File: src/include/cifl_pkg.sv
// Purpose: Shared constants and types of the core interrupt flag logic
// Assumes: One 40 MHz clock, four clocks per instruction cycle (Q1..Q4)
// Notes: Register offsets are word indices; byte address is four times the index
// Behaviour
// - External pin detects rising edge when polarity bit is 1, falling when 0.
// - A qualifying external edge sets the external pin flag, control bit 1.
// - External pin request is masked while its enable, control bit 4, is clear.
// - External pin wakes from sleep only if enabled before sleep began.
// - After interrupt wake-up, vector to 0004h only if global enable is set.
// - Timer count wrapping FFh to 00h sets the timer flag, control bit 2.
// - Timer request is gated by its enable, control bit 5.
// - Any change on monitored port pins sets the port change flag, bit 0.
// - Port change request is gated by its enable, control bit 3.
// - A pin takes part in change detection only when its mask bit is set.
// - A change coinciding with a port read at Q2 may be missed.
// - Event to vector takes three to four instruction cycles, any instruction length.
// - The external flag may be set during phases Q4 through Q1.
// - Taking an interrupt pushes only the return program counter.
// - The lowest 16 bytes of every bank map to shared locations.
// - Global enable, bit 7, passes unmasked requests when set; clears on reset.
// - Servicing clears global enable, pushes return address, loads 0004h.
// - Every flag is set by its event regardless of any enable.
// - Return from interrupt sets global enable again.
`default_nettype none
package cifl_pkg;
  localparam int CLK_HZ = 40_000_000;
  localparam int Q_PHASES = 4;
  localparam int ADDR_W = 10;
  localparam int PC_W = 13;
  localparam logic [7:0] IDX_INTERRUPT_CONTROL_STATUS = 8'h0b;
  localparam logic [7:0] IDX_PERIPHERAL_FLAGS_ONE = 8'h0c;
  localparam logic [7:0] IDX_PERIPHERAL_FLAGS_TWO = 8'h0d;
  localparam logic [7:0] IDX_PERIPHERAL_ENABLES_ONE = 8'h8c;
  localparam logic [7:0] IDX_PERIPHERAL_ENABLES_TWO = 8'h8d;
  localparam logic [7:0] IDX_OPTION = 8'h81;
  localparam logic [7:0] IDX_PCMASK = 8'h96;
  localparam int B_PCF = 0;
  localparam int B_EXTF = 1;
  localparam int B_TMRF = 2;
  localparam int B_PCE = 3;
  localparam int B_EXTE = 4;
  localparam int B_TMRE = 5;
  localparam int B_PERIPHERAL_IRQ_GATE = 6;
  localparam int B_GIE = 7;
  localparam int B_EDGE = 6;
  localparam logic [7:0] RST_INTERRUPT_CONTROL_STATUS = 8'h00;
  localparam logic [7:0] RST_PERIPH = 8'h00;
  localparam logic [7:0] RST_OPTION = 8'h40;
  localparam logic [7:0] RST_PCMASK = 8'h00;
  localparam logic [7:0] BANK2_MASK = 8'hf5;
  localparam logic [1:0] Q1 = 2'h0;
  localparam logic [1:0] Q2 = 2'h1;
  localparam logic [1:0] Q4 = 2'h3;
  localparam logic [PC_W-1:0] VECTOR_ADDR = 13'h0004;
  localparam logic [6:0] SHARED_BYTES = 7'h10;
  localparam logic [1:0] RESP_OKAY = 2'h0;
  localparam logic [1:0] RESP_SLVERR = 2'h2;
  typedef enum logic [1:0] {SEQ_RUN, SEQ_DUMMY1, SEQ_DUMMY2, SEQ_FETCH} cifl_seq_e;
endpackage
`default_nettype wire

File: src/include/cifl_evt_if.sv
// Purpose: Carries pin events and their controls between controller and detector
// Assumes: Both ends on ref_clk_i
// Notes: Edge events are one-cycle pulses; port change holds until a port read reloads the latch
`default_nettype none
interface cifl_evt_if;
  logic polarity;
  logic [7:0] mask;
  logic read_now;
  logic ext_edge;
  logic port_change;
  modport det (input polarity, input mask, input read_now, output ext_edge, output port_change);
  modport ctl (output polarity, output mask, output read_now, input ext_edge, input port_change);
endinterface
`default_nettype wire

File: src/logic/cifl_event_detect.sv
// Purpose: Synchronises the pins and detects external edges and port changes
// Assumes: Pins are asynchronous to ref_clk_i
// Notes: Change is measured against the value latched at the last port read
`default_nettype none
module cifl_event_detect (
  input wire logic ref_clk_i,
  input wire logic rst_i,
  input wire logic ext_irq_pin_i,
  input wire logic [7:0] monitored_port_pins_i,
  cifl_evt_if.det evt
);
  logic pin_s1, pin_s2, pin_s3;
  logic [7:0] port_s1, port_s2, port_latch;
  wire rise_seen = pin_s2 & ~pin_s3;
  wire fall_seen = ~pin_s2 & pin_s3;
  wire edge_hit = evt.polarity ? rise_seen : fall_seen;
  wire [7:0] differs = (port_s2 ^ port_latch) & evt.mask;
  // A read in Q2 reloads the latch and hides that cycle's mismatch
  wire change_hit = (|differs) & ~evt.read_now;

  // Two-stage synchronisers; stage one feeds only stage two
  always_ff @(posedge ref_clk_i) begin
    if (rst_i) begin
      pin_s1 <= 1'b0;
      pin_s2 <= 1'b0;
      pin_s3 <= 1'b0;
      port_s1 <= 8'h00;
      port_s2 <= 8'h00;
    end else begin
      pin_s1 <= ext_irq_pin_i;
      pin_s2 <= pin_s1;
      pin_s3 <= pin_s2;
      port_s1 <= monitored_port_pins_i;
      port_s2 <= port_s1;
    end
  end

  // Latch follows port reads; events leave registered
  always_ff @(posedge ref_clk_i) begin
    if (rst_i) begin
      port_latch <= 8'h00;
      evt.ext_edge <= 1'b0;
      evt.port_change <= 1'b0;
    end else begin
      if (evt.read_now) begin
        port_latch <= port_s2;
      end
      evt.ext_edge <= edge_hit;
      evt.port_change <= change_hit;
    end
  end
endmodule
`default_nettype wire

File: src/logic/cifl_top.sv
// Purpose: Interrupt flags, enables, gating, vectoring and wake for the core
// Assumes: AXI4-Lite master keeps one write and one read outstanding
// Notes: Instruction cycle is four clocks; phase counter free-runs from reset
`default_nettype none
module cifl_top (
  input wire logic ref_clk_i,
  input wire logic rst_i,
  input wire logic [cifl_pkg::ADDR_W-1:0] s_axi_awaddr_i,
  input wire logic s_axi_awvalid_i,
  output logic s_axi_awready_o,
  input wire logic [31:0] s_axi_wdata_i,
  input wire logic [3:0] s_axi_wstrb_i,
  input wire logic s_axi_wvalid_i,
  output logic s_axi_wready_o,
  output logic [1:0] s_axi_bresp_o,
  output logic s_axi_bvalid_o,
  input wire logic s_axi_bready_i,
  input wire logic [cifl_pkg::ADDR_W-1:0] s_axi_araddr_i,
  input wire logic s_axi_arvalid_i,
  output logic s_axi_arready_o,
  output logic [31:0] s_axi_rdata_o,
  output logic [1:0] s_axi_rresp_o,
  output logic s_axi_rvalid_o,
  input wire logic s_axi_rready_i,
  input wire logic ext_irq_pin_i,
  input wire logic [7:0] monitored_port_pins_i,
  input wire logic port_read_i,
  input wire logic [7:0] eight_bit_timer_count_i,
  input wire logic [7:0] periph_set_one_i,
  input wire logic [7:0] periph_set_two_i,
  input wire logic sleep_i,
  input wire logic return_from_irq_i,
  input wire logic [cifl_pkg::PC_W-1:0] return_pc_i,
  input wire logic [1:0] bank_sel_i,
  input wire logic [6:0] data_addr_i,
  output logic [1:0] q_phase_o,
  output logic irq_pending_o,
  output logic wake_o,
  output logic dummy_cycle_o,
  output logic vector_fetch_o,
  output logic pc_load_o,
  output logic [cifl_pkg::PC_W-1:0] pc_value_o,
  output logic stack_push_o,
  output logic [cifl_pkg::PC_W-1:0] stack_data_o,
  output logic [8:0] phys_addr_o
);
  import cifl_pkg::*;

  // Index decode shared by the read and write paths
  function automatic logic reg_hit(input logic [ADDR_W-1:0] a);
    logic [7:0] i;
    i = a[ADDR_W-1:2];
    reg_hit = (a[1:0] == 2'h0) && (i == IDX_INTERRUPT_CONTROL_STATUS || i == IDX_PERIPHERAL_FLAGS_ONE || i == IDX_PERIPHERAL_FLAGS_TWO ||
      i == IDX_PERIPHERAL_ENABLES_ONE || i == IDX_PERIPHERAL_ENABLES_TWO || i == IDX_OPTION || i == IDX_PCMASK);
  endfunction

  // Shared low bytes ignore the bank select
  function automatic logic [8:0] map_addr(input logic [1:0] b, input logic [6:0] a);
    map_addr = (a < SHARED_BYTES) ? {2'h0, a} : {b, a};
  endfunction

  logic [7:0] interrupt_control_status, peripheral_flags_one, peripheral_flags_two, peripheral_enables_one, peripheral_enables_two, option_reg, pcmask;
  logic [7:0] next_interrupt_control_status;
  logic [1:0] q_phase;
  logic ext_pend, sleep_q, slp_ext_en, slp_tmr_en, slp_pc_en, slp_per_en;
  logic [7:0] timer_prev;
  cifl_seq_e seq;
  logic aw_full, w_full;
  logic [ADDR_W-1:0] aw_addr_q;
  logic [7:0] w_byte_q;
  logic w_lane_q;

  cifl_evt_if evt ();

  cifl_event_detect cifl_event_detect_i (
    .ref_clk_i(ref_clk_i),
    .rst_i(rst_i),
    .ext_irq_pin_i(ext_irq_pin_i),
    .monitored_port_pins_i(monitored_port_pins_i),
    .evt(evt)
  );

  // Controls toward the detector
  assign evt.polarity = option_reg[B_EDGE];
  assign evt.mask = pcmask;
  assign evt.read_now = port_read_i && (q_phase == Q2);

  // Write path decode; write happens once address and data are both held
  wire wr_fire = aw_full && w_full && !s_axi_bvalid_o;
  wire wr_map = reg_hit(aw_addr_q);
  wire [7:0] wr_idx = aw_addr_q[ADDR_W-1:2];
  wire wr_go = wr_fire && wr_map && w_lane_q;
  wire wr_interrupt_control_status = wr_go && (wr_idx == IDX_INTERRUPT_CONTROL_STATUS);
  wire wr_peripheral_flags_one = wr_go && (wr_idx == IDX_PERIPHERAL_FLAGS_ONE);
  wire wr_peripheral_flags_two = wr_go && (wr_idx == IDX_PERIPHERAL_FLAGS_TWO);
  wire wr_peripheral_enables_one = wr_go && (wr_idx == IDX_PERIPHERAL_ENABLES_ONE);
  wire wr_peripheral_enables_two = wr_go && (wr_idx == IDX_PERIPHERAL_ENABLES_TWO);
  wire wr_opt = wr_go && (wr_idx == IDX_OPTION);
  wire wr_mask = wr_go && (wr_idx == IDX_PCMASK);
  assign s_axi_awready_o = !aw_full && !s_axi_bvalid_o;
  assign s_axi_wready_o = !w_full && !s_axi_bvalid_o;
  assign s_axi_arready_o = !s_axi_rvalid_o;

  // Read path selection
  wire [7:0] rd_idx = s_axi_araddr_i[ADDR_W-1:2];
  wire rd_map = reg_hit(s_axi_araddr_i);
  wire [7:0] rd_byte = !rd_map ? 8'h00 :
    (rd_idx == IDX_INTERRUPT_CONTROL_STATUS) ? interrupt_control_status :
    (rd_idx == IDX_PERIPHERAL_FLAGS_ONE) ? peripheral_flags_one :
    (rd_idx == IDX_PERIPHERAL_FLAGS_TWO) ? peripheral_flags_two :
    (rd_idx == IDX_PERIPHERAL_ENABLES_ONE) ? peripheral_enables_one :
    (rd_idx == IDX_PERIPHERAL_ENABLES_TWO) ? peripheral_enables_two :
    (rd_idx == IDX_OPTION) ? option_reg : pcmask;

  // Event sources
  wire q4_or_q1 = (q_phase == Q4) || (q_phase == Q1);
  wire ext_set = (ext_pend || evt.ext_edge) && q4_or_q1;
  wire tmr_set = (timer_prev == 8'hff) && (eight_bit_timer_count_i == 8'h00);

  // Request gating
  wire ext_req = interrupt_control_status[B_EXTF] && interrupt_control_status[B_EXTE];
  wire tmr_req = interrupt_control_status[B_TMRF] && interrupt_control_status[B_TMRE];
  wire pc_req = interrupt_control_status[B_PCF] && interrupt_control_status[B_PCE];
  wire per_any = |(peripheral_flags_one & peripheral_enables_one) || |(peripheral_flags_two & peripheral_enables_two);
  wire per_req = per_any && interrupt_control_status[B_PERIPHERAL_IRQ_GATE];
  wire irq_req = ext_req || tmr_req || pc_req || per_req;
  // Taken only at the end of a running cycle, so instruction length never matters
  wire take = interrupt_control_status[B_GIE] && irq_req && (seq == SEQ_RUN) && (q_phase == Q4) && !sleep_i;
  assign irq_pending_o = irq_req;

  // Wake uses the enables captured on the way into sleep, not the global enable
  wire wake_now = sleep_i && sleep_q && ((interrupt_control_status[B_EXTF] && slp_ext_en) ||
    (interrupt_control_status[B_TMRF] && slp_tmr_en) || (interrupt_control_status[B_PCF] && slp_pc_en) ||
    (per_any && slp_per_en));

  // Flag bank: hardware set wins over a software clear in the same cycle
  always_comb begin
    next_interrupt_control_status = wr_interrupt_control_status ? w_byte_q : interrupt_control_status;
    if (ext_set) begin
      next_interrupt_control_status[B_EXTF] = 1'b1;
    end
    if (tmr_set) begin
      next_interrupt_control_status[B_TMRF] = 1'b1;
    end
    if (evt.port_change) begin
      next_interrupt_control_status[B_PCF] = 1'b1;
    end
    if (take) begin
      next_interrupt_control_status[B_GIE] = 1'b0;
    end
    if (return_from_irq_i) begin
      next_interrupt_control_status[B_GIE] = 1'b1;
    end
  end

  // Control and flag registers
  always_ff @(posedge ref_clk_i) begin
    if (rst_i) begin
      interrupt_control_status <= RST_INTERRUPT_CONTROL_STATUS;
      peripheral_flags_one <= RST_PERIPH;
      peripheral_flags_two <= RST_PERIPH;
      peripheral_enables_one <= RST_PERIPH;
      peripheral_enables_two <= RST_PERIPH;
      option_reg <= RST_OPTION;
      pcmask <= RST_PCMASK;
    end else begin
      interrupt_control_status <= next_interrupt_control_status;
      peripheral_flags_one <= (wr_peripheral_flags_one ? w_byte_q : peripheral_flags_one) | periph_set_one_i;
      peripheral_flags_two <= ((wr_peripheral_flags_two ? w_byte_q : peripheral_flags_two) | periph_set_two_i) & BANK2_MASK;
      peripheral_enables_one <= wr_peripheral_enables_one ? w_byte_q : peripheral_enables_one;
      peripheral_enables_two <= wr_peripheral_enables_two ? (w_byte_q & BANK2_MASK) : peripheral_enables_two;
      option_reg <= wr_opt ? (w_byte_q & RST_OPTION) : option_reg;
      pcmask <= wr_mask ? w_byte_q : pcmask;
    end
  end

  // Phase counter, pending edge and sleep capture
  always_ff @(posedge ref_clk_i) begin
    if (rst_i) begin
      q_phase <= Q1;
      ext_pend <= 1'b0;
      timer_prev <= 8'h00;
      sleep_q <= 1'b0;
      slp_ext_en <= 1'b0;
      slp_tmr_en <= 1'b0;
      slp_pc_en <= 1'b0;
      slp_per_en <= 1'b0;
      wake_o <= 1'b0;
    end else begin
      q_phase <= q_phase + 2'h1;
      ext_pend <= (ext_pend || evt.ext_edge) && !q4_or_q1;
      timer_prev <= eight_bit_timer_count_i;
      sleep_q <= sleep_i;
      if (sleep_i && !sleep_q) begin
        slp_ext_en <= interrupt_control_status[B_EXTE];
        slp_tmr_en <= interrupt_control_status[B_TMRE];
        slp_pc_en <= interrupt_control_status[B_PCE];
        slp_per_en <= interrupt_control_status[B_PERIPHERAL_IRQ_GATE];
      end
      wake_o <= wake_now;
    end
  end

  // Vector sequencer advances once per instruction cycle
  always_ff @(posedge ref_clk_i) begin
    if (rst_i) begin
      seq <= SEQ_RUN;
      pc_load_o <= 1'b0;
      stack_push_o <= 1'b0;
      stack_data_o <= '0;
    end else begin
      pc_load_o <= 1'b0;
      stack_push_o <= 1'b0;
      if (q_phase == Q4) begin
        case (seq)
          SEQ_RUN: begin
            if (take) begin
              seq <= SEQ_DUMMY1;
              stack_push_o <= 1'b1;
              stack_data_o <= return_pc_i;
            end
          end
          SEQ_DUMMY1: seq <= SEQ_DUMMY2;
          SEQ_DUMMY2: begin
            seq <= SEQ_FETCH;
            pc_load_o <= 1'b1;
          end
          SEQ_FETCH: seq <= SEQ_RUN;
          default: seq <= SEQ_RUN;
        endcase
      end
    end
  end

  // Core-facing status: address from a flip-flop, sequence flags decoded from seq, vector constant
  always_ff @(posedge ref_clk_i) begin
    if (rst_i) begin
      phys_addr_o <= 9'h000;
    end else begin
      phys_addr_o <= map_addr(bank_sel_i, data_addr_i);
    end
  end
  assign q_phase_o = q_phase;
  assign pc_value_o = VECTOR_ADDR;
  assign dummy_cycle_o = (seq == SEQ_DUMMY1) || (seq == SEQ_DUMMY2);
  assign vector_fetch_o = (seq == SEQ_FETCH);

  // Bus slave: address and data may arrive in either order
  always_ff @(posedge ref_clk_i) begin
    if (rst_i) begin
      aw_full <= 1'b0;
      w_full <= 1'b0;
      aw_addr_q <= '0;
      w_byte_q <= 8'h00;
      w_lane_q <= 1'b0;
      s_axi_bvalid_o <= 1'b0;
      s_axi_bresp_o <= RESP_OKAY;
    end else begin
      if (s_axi_awvalid_i && s_axi_awready_o) begin
        aw_full <= 1'b1;
        aw_addr_q <= s_axi_awaddr_i;
      end
      if (s_axi_wvalid_i && s_axi_wready_o) begin
        w_full <= 1'b1;
        w_byte_q <= s_axi_wdata_i[7:0];
        w_lane_q <= s_axi_wstrb_i[0];
      end
      if (wr_fire) begin
        aw_full <= 1'b0;
        w_full <= 1'b0;
        s_axi_bvalid_o <= 1'b1;
        s_axi_bresp_o <= wr_map ? RESP_OKAY : RESP_SLVERR;
      end else if (s_axi_bvalid_o && s_axi_bready_i) begin
        s_axi_bvalid_o <= 1'b0;
      end
    end
  end

  // Read answers one cycle after the address is taken
  always_ff @(posedge ref_clk_i) begin
    if (rst_i) begin
      s_axi_rvalid_o <= 1'b0;
      s_axi_rdata_o <= 32'h0;
      s_axi_rresp_o <= RESP_OKAY;
    end else if (s_axi_arvalid_i && s_axi_arready_o) begin
      s_axi_rvalid_o <= 1'b1;
      s_axi_rdata_o <= {24'h0, rd_byte};
      s_axi_rresp_o <= rd_map ? RESP_OKAY : RESP_SLVERR;
    end else if (s_axi_rvalid_o && s_axi_rready_i) begin
      s_axi_rvalid_o <= 1'b0;
    end
  end
endmodule
`default_nettype wire

File: config.mk
export PLATFORM = sky130hd
export DESIGN_NAME = cifl_top
export DESIGN_NICKNAME = d
export VERILOG_FILES = /design/src/include/cifl_pkg.sv /design/src/include/cifl_evt_if.sv /design/src/logic/cifl_event_detect.sv /design/src/logic/cifl_top.sv
export SDC_FILE = /design/constraint.sdc
export NUM_CORES = 1
export LEC_CHECK = 0
export BUFFER_PORTS_ARGS = -buffer_cell sky130_fd_sc_hd__buf_2
export CORE_MARGIN = 2
export CORE_UTILIZATION = 30
export CTS_CLUSTER_SIZE = 10
export DETAILED_ROUTE_END_ITERATION = 6
export GPL_ROUTABILITY_DRIVEN = 0
export PLACE_DENSITY_LB_ADDON = 0.12
export SLEW_MARGIN = 20
export SYNTH_ARGS = -nofsm -noshare
export SYNTH_HDL_FRONTEND = slang
export SYNTH_SLANG_ARGS = --single-unit
File: constraint.sdc
create_clock -name ref_clk_i -period 2.3 [get_ports ref_clk_i]
set_input_delay 0.345 -clock ref_clk_i [delete_from_list [all_inputs] [get_ports ref_clk_i]]
set_output_delay 0.345 -clock ref_clk_i [all_outputs]
set_load 0.02 [all_outputs]
==> results.md, run 1 <==
- Result of the run: finished clean
- Remaining routing DRC violations: 0
- Kind of critical path: reg -> out
- Largest clock skew in the final design: 0.00593 ns
- Crit-path leading delay family: compound AO/OA/AOI/OAI gates
- Final Hold Vio Count: 0
- Crit path capture type: output port
- Clock latency on the worst-skew pair: 0.42 ns
- Largest fanout of any net on the critical path: 3
- Minimum period implied by the final worst setup slack: 2.18 ns
- Final TNS setup: 0 ns
- Final core utilization: 38.0%
- Post-Syn Instances: 715
- WP data required: 1.96 ns
- Maximum operating frequency: 459 MHz
- Cell area power density: 749 nW/um2
- Buffers and inverters on the worst path: 1
- Area of the multi-input gates: 3080 um2
- Number of fill cells: 2,229
- Max H-tree Level: 4
- Starting DRT DRC Count: 165
- Data arrival time of the worst path: 1.84 ns
- CP startpoint kind: flop
- Number of buffers inserted during clock tree synthesis: 17
- Start point of the critical path: peripheral_flags_one[1]$_SDFF_PP0_
- Sequential share of the synthesized area: 46.5%
- Total overflow reported by the global router: 0
- Maximum vdd ir drop: 0.487 mV
- Hold Startpoint: return_from_irq_i
- Avg Vias per Cell: 4.46
- CP Depth: 5
- Clk Tree Root Cell: clkbuf_16
- Power after layout: 5.99 mW
- Total Routing Usage GR: 14.5%
- Ratio of cells with drive above 1 in the final layout: 23.0%
- Number of port buffers: 136
- Max FFs per register: 13
- DIE AREA: 22,700 um2
- Leading registers by flop count: stack_data_o: 13 flops, aw_addr_q: 10 flops, phys_addr_o: 9 flops
- First-pass DRT Iterations: 5
- Wire length of the first global-routing pass: 25.2 mm
- Worst slew margin: 66.4%
- Register Area: 3000 um2
- CTS clock-pin slew for the worst setup and hold paths: 0.06 ns
- Detailed Place HPWL: 11.8 mm
- Slew @ Worst Pin: 0.503 ns
- Leak Pwr: 3.51 nW
- Height of the die: 151 um
- Part of the cycle the worst path needs: 94.8%
- Worst hold-check slack: 0.123 ns
- Worst r2r path cells: 6
- Yosys warnings: 0
- Row cnt: 53
- Initial antenna violation count: 0
- Mean Syn Cell Area: 9.03 um2
- ANT cells: 0
- Growth of design area from synthesis to finish: 24.0%
- Share of synthesized flip-flops with an asynchronous set or reset: 0%
- Die width: 151 um
- Core Area: 21,100 um2
- Mapped cell area: 6460 um2
- Max-cap violation count: 0
- Startpoint of the lowest-slack register-to-register path: aw_addr_q[0]$_SDFFE_PP0P_
- Number of storage elements in the synthesis netlist: 150
- Ports: 205
- Number of nets in the finished design: 981
- Post-detailed-route wirelength per cell: 14.3 um
- Via count of the first global-routing pass: 4,747
- Deepest clock path buffer count: 2
- Final count of pins violating max slew: 0
- Ordered list of cells on the worst path: a22o_1, a221oi_2, nand4_1, a21o_1, buf_2
- Top_reg_cell synth: dfxtp_1
- Number of instances on the worst hold path: 3
- TritonCTS clock tree: done
- Final number of setup-violating endpoints: 0
- Count of flip-flops with a built-in enable after synthesis: 0
- Effective utilization at floorplan: 30.6%
- Num Clock Sinks: 150
- Cell with the largest stage delay on the worst path: dfxtp_1
- Final Routed Wirelength: 16.3 mm
- Maximum number of pins on one net before global-route repair: 90
- Slack of the worst reg-to-reg path: 0.14 ns
- Distinct cell type count of the synthesized netlist: 54
- DR vias: 5,092
- Post-detailed-route count of antenna-violating nets: 0
- Type of the tightest min-delay check: in -> reg
- Register with the most flip-flops: stack_data_o
- CP max stage delay: 0.33 ns
- Setup repair after global routing missed its margin: no
cells by family (layout without fill, tap and decap cells):
family | after synthesis | after routing | share of synthesized area (%)
muxes | 83 | 83 | 12.9
adders and majority gates | 6 | 6 | 1.16
and+or+nand+nor | 261 | 261 | 20.1
xor gates and xnor gates | 8 | 8 | 1.09
buffers and inverters | 102 | 217 | 8.22
other | 2 | 39 | 0.116
DFF | 150 | 150 | 46.5
AOI/OAI and AO/OA | 103 | 103 | 9.90
tightest hold or removal path, stage by stage:
cell and delay [ns]:
buf_2 0.08, nand2_1 0.04, o31ai_1 0.05
Yosys cell counts (2+ instances only):
master | n | area share (%)
ha_1 | 6 | 1.2
nor4_1 | 5 | 0.48
buf_1 | 10 | 0.58
and3_1 | 5 | 0.48
nor2b_1 | 37 | 3.6
nand2_1 | 72 | 4.2
nand4_1 | 5 | 0.48
mux2i_1 | 83 | 13
nand2b_1 | 11 | 1.1
nand3b_1 | 2 | 0.23
nor3_1 | 7 | 0.54
nor3b_1 | 5 | 0.58
a22o_1 | 2 | 0.27
conb_1 | 2 | 0.12
a22oi_1 | 11 | 1.3
o21ai_0 | 4 | 0.31
buf_4 | 39 | 4.5
a21oi_1 | 57 | 4.4
xor2_1 | 8 | 1.1
nor2_1 | 82 | 4.8
dfxtp_1 | 150 | 47
nand4b_1 | 3 | 0.41
inv_1 | 29 | 1.7
o21a_1 | 2 | 0.23
nand3_1 | 10 | 0.78
o31ai_1 | 8 | 0.93
o32ai_1 | 5 | 0.68
and2_1 | 4 | 0.39
o22ai_1 | 3 | 0.29
or4_4 | 3 | 0.52
clkbuf_1 | 22 | 1.3
where the power goes:
part / switching [mW] / leakage (nW) / total, mW / internal, mW
combinational: 0.293 / 2.01 / 0.490 / 0.196
sequential: 0.0861 / 1.23 / 2.77 / 2.69
clock: 1.12 / 0.273 / 2.73 / 1.61
metal layers:
layer | global-route usage (%) | up-vias | share of wire, %
li1 | - | 2643 | -
met1 | 18.8 | 2320 | 47
met2 | 23.7 | 123 | 47
met3 | 3.79 | 6 | 5.1
met4 | 4.07 | 0 | 0.80
met5 | 0 | - | 0
final timing paths:
kind	end
setup / recovery	irq_pending_o
hold / removal	interrupt_control_status[7]$_SDFFE_PP0P_
setup reg to reg	peripheral_flags_one[2]$_SDFF_PP0_
hold reg to reg	interrupt_control_status[0]$_SDFFE_PP0P_
stage by stage:
step	worst slack, ns	area, um2	std cells
global placement	0.0526	7400	1109
detailed placement	0.0579	7400	1109
finish	0.120	8000	1142
CTS	0.0402	7990	1142
floorplan	0.110	6600	752
global route	0.00438	8000	1142
layout make-up:
| type | instances | area share (%) |
|---|---|---|
| Clock buffer | 18 | 5.36 |
| Clock inverter | 14 | 1.91 |
| Inverter | 30 | 1.41 |
| Multi-Input combinational cell | 500 | 38.5 |
| Sequential cell | 150 | 37.5 |
| Tap cell | 275 | 4.30 |
| Timing Repair Buffer | 155 | 11.0 |
placed cells by master, fill, tap and decap left out, drive strengths merged, types with 10 or more instances in the layout:
| cell | count |
|---|---|
| mux2i | 83 |
| a21oi | 57 |
| nand3 | 10 |
| buf | 155 |
| dfxtp | 150 |
| nor2 | 83 |
| a22oi | 11 |
| nand2b | 11 |
| nand2 | 72 |
| conb | 39 |
| nor2b | 37 |
| clkbuf | 18 |
| inv | 33 |
what timing repair did:
action / in CTS / in global routing
pin swaps: 1 / 3
gates resized for setup: 0 / 3
setup buffers: 1 / 0
hold buffers: 0 / 0
endpoints found under the setup margin: 1 / 12
Power figures use the tool's default switching activity.
==> run 2: changes to the inputs <==
==> constraint.sdc (replaced) <==
create_clock -name ref_clk_i -period 2.1 [get_ports ref_clk_i]
set_input_delay 0.315 -clock ref_clk_i [delete_from_list [all_inputs] [get_ports ref_clk_i]]
set_output_delay 0.315 -clock ref_clk_i [all_outputs]
set_load 0.02 [all_outputs]
==> run 2 against run 1 <==
Against the previous run:
- the flow now finishes with violations (negative setup slack)
- sequential share of layout area decreased by 1.1 points
- utilization increased by 1.2 points
- first-iteration DRC count increased by 48%
- final cell count increased by 1.6%
- critical path depth increased by 1
- count of clock-buffer cells in the layout unchanged
- via count increased by 1.3%
- final area increased by 3.0%
- clock power increased by 29%
- global-route usage increased by 0.57 points
- largest cell class unchanged
==> results.md, run 2 (synthesized netlist as in run 1, its figures left out) <==
- Ordered list of cells on the worst path: or4_4, or4_4, nor3b_4, buf_12, mux2i_1, a21oi_1 (was a22o_1, a221oi_2, nand4_1, a21o_1, buf_2)
- Type of the tightest min-delay check: in -> reg (unchanged)
- WP data required: 2.38 ns (was 1.96 ns)
- Data arrival time of the worst path: 2.39 ns (was 1.84 ns)
- Final Hold Vio Count: 0 (unchanged)
- End of the critical path: peripheral_flags_two[6]$_SDFF_PP0_ (was irq_pending_o)
- Detailed Place HPWL: 12.2 mm (was 11.8 mm)
- Final Routed Wirelength: 16.4 mm (was 16.3 mm)
- Max-cap violation count: 0 (unchanged)
- Final Instance Area: 8250 um2 (was 8000 um2)
- First-pass DRT Iterations: 5 (unchanged)
- Deepest clock path buffer count: 2 (unchanged)
- Remaining routing DRC violations: 0 (unchanged)
- Via count of the first global-routing pass: 4,987 (was 4,747)
- Power after layout: 7.11 mW (was 5.99 mW)
- Slack of the worst reg-to-reg path: -0.01 ns (was 0.14 ns)
- Max FFs per register: 13 (unchanged)
- Max H-tree Level: 4 (unchanged)
- Row cnt: 53 (unchanged)
- Maximum number of pins on one net before global-route repair: 51 (was 90)
- Ports: 205 (unchanged)
- Clock latency on the worst-skew pair: 0.42 ns (about the same)
- Cell area power density: 862 nW/um2 (was 749 nW/um2)
- CP max stage delay: 0.54 ns (was 0.33 ns)
- Maximum vdd ir drop: 0.527 mV (was 0.487 mV)
- Worst r2r path cells: 6 (unchanged)
- Minimum period implied by the final worst setup slack: 2.11 ns
- Leak Pwr: 3.66 nW (was 3.51 nW)
- Final TNS setup: -0.0125 ns (was 0 ns)
- Clk Tree Root Cell: clkbuf_16 (unchanged)
- Total overflow reported by the global router: 0 (unchanged)
- Most frequent cells in the layout: 148 x dfxtp_1, 134 x buf_2, 83 x mux2i_1 (was 150 x dfxtp_1, 135 x buf_2, 83 x mux2i_1)
- Num Clock Sinks: 150 (unchanged)
- Instance area after placement: 7510 um2 (was 7400 um2)
- Final count of pins violating max slew: 0 (unchanged)
- Largest clock skew in the final design: 0.00755 ns (was 0.00593 ns)
- Number of fill cells: 2,175 (was 2,229)
- Starting DRT DRC Count: 244 (was 165)
- Start point of the critical path: aw_addr_q[0]$_SDFFE_PP0P_ (was peripheral_flags_one[1]$_SDFF_PP0_)
- ANT cells: 0 (unchanged)
- Worst flop-to-flop path endpoint: peripheral_flags_two[6]$_SDFF_PP0_ (was peripheral_flags_one[2]$_SDFF_PP0_)
- Kind of critical path: reg -> reg (was reg -> out)
- Setup repair after global routing missed its margin: yes (was no)
- Post-detailed-route count of antenna-violating nets: 0 (unchanged)
- Setup slack after layout: -0.0100 ns (was 0.120 ns)
- Initial antenna violation count: 0 (unchanged)
- Total Routing Usage GR: 15.0% (was 14.5%)
- TritonCTS clock tree: done (unchanged)
- Cell with the largest stage delay on the worst path: or4_4 (was dfxtp_1)
- Hold Startpoint: bank_sel_i[0] (was return_from_irq_i)
- Leading cell type in the layout, fill and taps excluded: dfxtp_1 (unchanged)
- Register Area: 3010 um2 (was 3000 um2)
- Height of the die: 151 um (unchanged)
- DR vias: 5,159 (was 5,092)
- Growth of design area from synthesis to finish: 27.8% (was 24.0%)
- Failing checks: negative setup slack
- Worst slew margin: 61.3% (was 66.4%)
- Die width: 151 um (unchanged)
- Slew @ Worst Pin: 0.580 ns (was 0.503 ns)
- Leading registers by flop count: stack_data_o: 13 flops, aw_addr_q: 10 flops, phys_addr_o: 9 flops (unchanged)
- Crit path capture type: flop (was output port)
- Number of port buffers: 136 (unchanged)
- Avg Vias per Cell: 4.45 (was 4.46)
- Effective utilization at floorplan: 30.6% (unchanged)
- CP startpoint kind: flop (unchanged)
- Area of the multi-input gates: 3080 um2 (unchanged)
- Post-detailed-route wirelength per cell: 14.2 um (was 14.3 um)
- Ratio of cells with drive above 1 in the final layout: 24.9% (was 23.0%)
- Final core utilization: 39.1% (was 38.0%)
- CTS clock-pin slew for the worst setup and hold paths: 0.06 ns (about the same)
- Core Area: 21,100 um2 (unchanged)
- Part of the cycle the worst path needs: 100%
- Critical Path Most Common Cell: or4_4
- DIE AREA: 22,700 um2 (unchanged)
- Largest fanout of any net on the critical path: 6 (was 3)
- Maximum operating frequency: 474 MHz
- Result of the run: finished with violations (was finished clean)
- Number of buffers inserted during clock tree synthesis: 17 (unchanged)
- Startpoint of the lowest-slack register-to-register path: aw_addr_q[0]$_SDFFE_PP0P_ (unchanged)
- Register with the most flip-flops: stack_data_o (unchanged)
- Number of nets in the finished design: 999 (was 981)
- Final number of setup-violating endpoints: 2 (was 0)
- Cts-stage hold buffer count: 0 (unchanged)
- Wire length of the first global-routing pass: 26.2 mm (was 25.2 mm)
==> run 2: cell count changes in the layout (fill, tap and decap cells not counted), moves of 2 or more <==
cell        previous run  this run
bufinv_16              2         6
clkinvlp_4             4         2
clkinv_2               2         0
dfxtp_1              150       148
buf_4                 15        32
dfxtp_2                0         2
buf_6                  1         4
==> run 2: layout make-up <==
type | instances | area share (%)
Clock inverter | 14 | 3.00
Timing Repair Buffer | 173 | 12.3
Sequential cell | 150 | 36.4
Clock buffer | 18 | 5.32
Inverter | 30 | 1.37
Multi-Input combinational cell | 500 | 37.4
Tap cell | 275 | 4.17
==> run 2: what timing repair did <==
item	CTS	global route
pin swaps	6	12
resized for setup	7	2
buffers inserted	2	0
setup endpoints to repair	16	24
==> run 2: worst max-delay path: cells and delay by family, from the launching register on <==
kind                   cells  cell delay [ns]
AO/OA/AOI/OAI              1             0.08
buffers and inverters      1             0.15
flip-flops                 1             0.31
multiplexers               1             0.18
AND/OR/NAND/NOR            3             1.25
==> run 2: worst min path at each step <==
stage,endpoint,cells after the start
6_report,phys_addr_o[7]$_SDFF_PP0_,2
5_1_grt,cifl_event_detect_i.port_s1[6]$_SDFF_PP0_,2
4_1_cts,phys_addr_o[7]$_SDFF_PP0_,2
3_5_place_dp,cifl_event_detect_i.port_s2[2]$_SDFF_PP0_,1
3_3_place_gp,cifl_event_detect_i.pin_s2$_SDFF_PP0_,1
2_1_floorplan,phys_addr_o[6]$_SDFF_PP0_,1
==> run 2: layer usage <==
metal  track usage (%)  wire length, um  vias to the layer above  share of wire, %
li1                  -                -                     2672                 -
met1              19.7             7790                     2344                47
met2              24.2             7660                      129                47
met3              3.97              774                       14               4.7
met4              4.81              216                        0               1.3
met5                 0                0                        -                 0
==> run 2: through the flow <==
stage               setup slack (ns)  hold slack [ns]  cells
floorplan                    0.00372            0.393    752
global route                 -0.0915           0.0864   1160
finish                       -0.0100           0.0969   1160
global placement             -0.0210            0.416   1126
CTS                          -0.0314           0.0736   1160
detailed placement           -0.0457            0.425   1126
==> run 2: power by group <==
part / switching (mW) / total [mW] / internal, mW / leakage [nW]
Combinational: 0.337 / 0.574 / 0.237 / 2.10
Sequential: 0.0865 / 3.03 / 2.94 / 1.23
Clock: 1.23 / 3.51 / 2.28 / 0.327
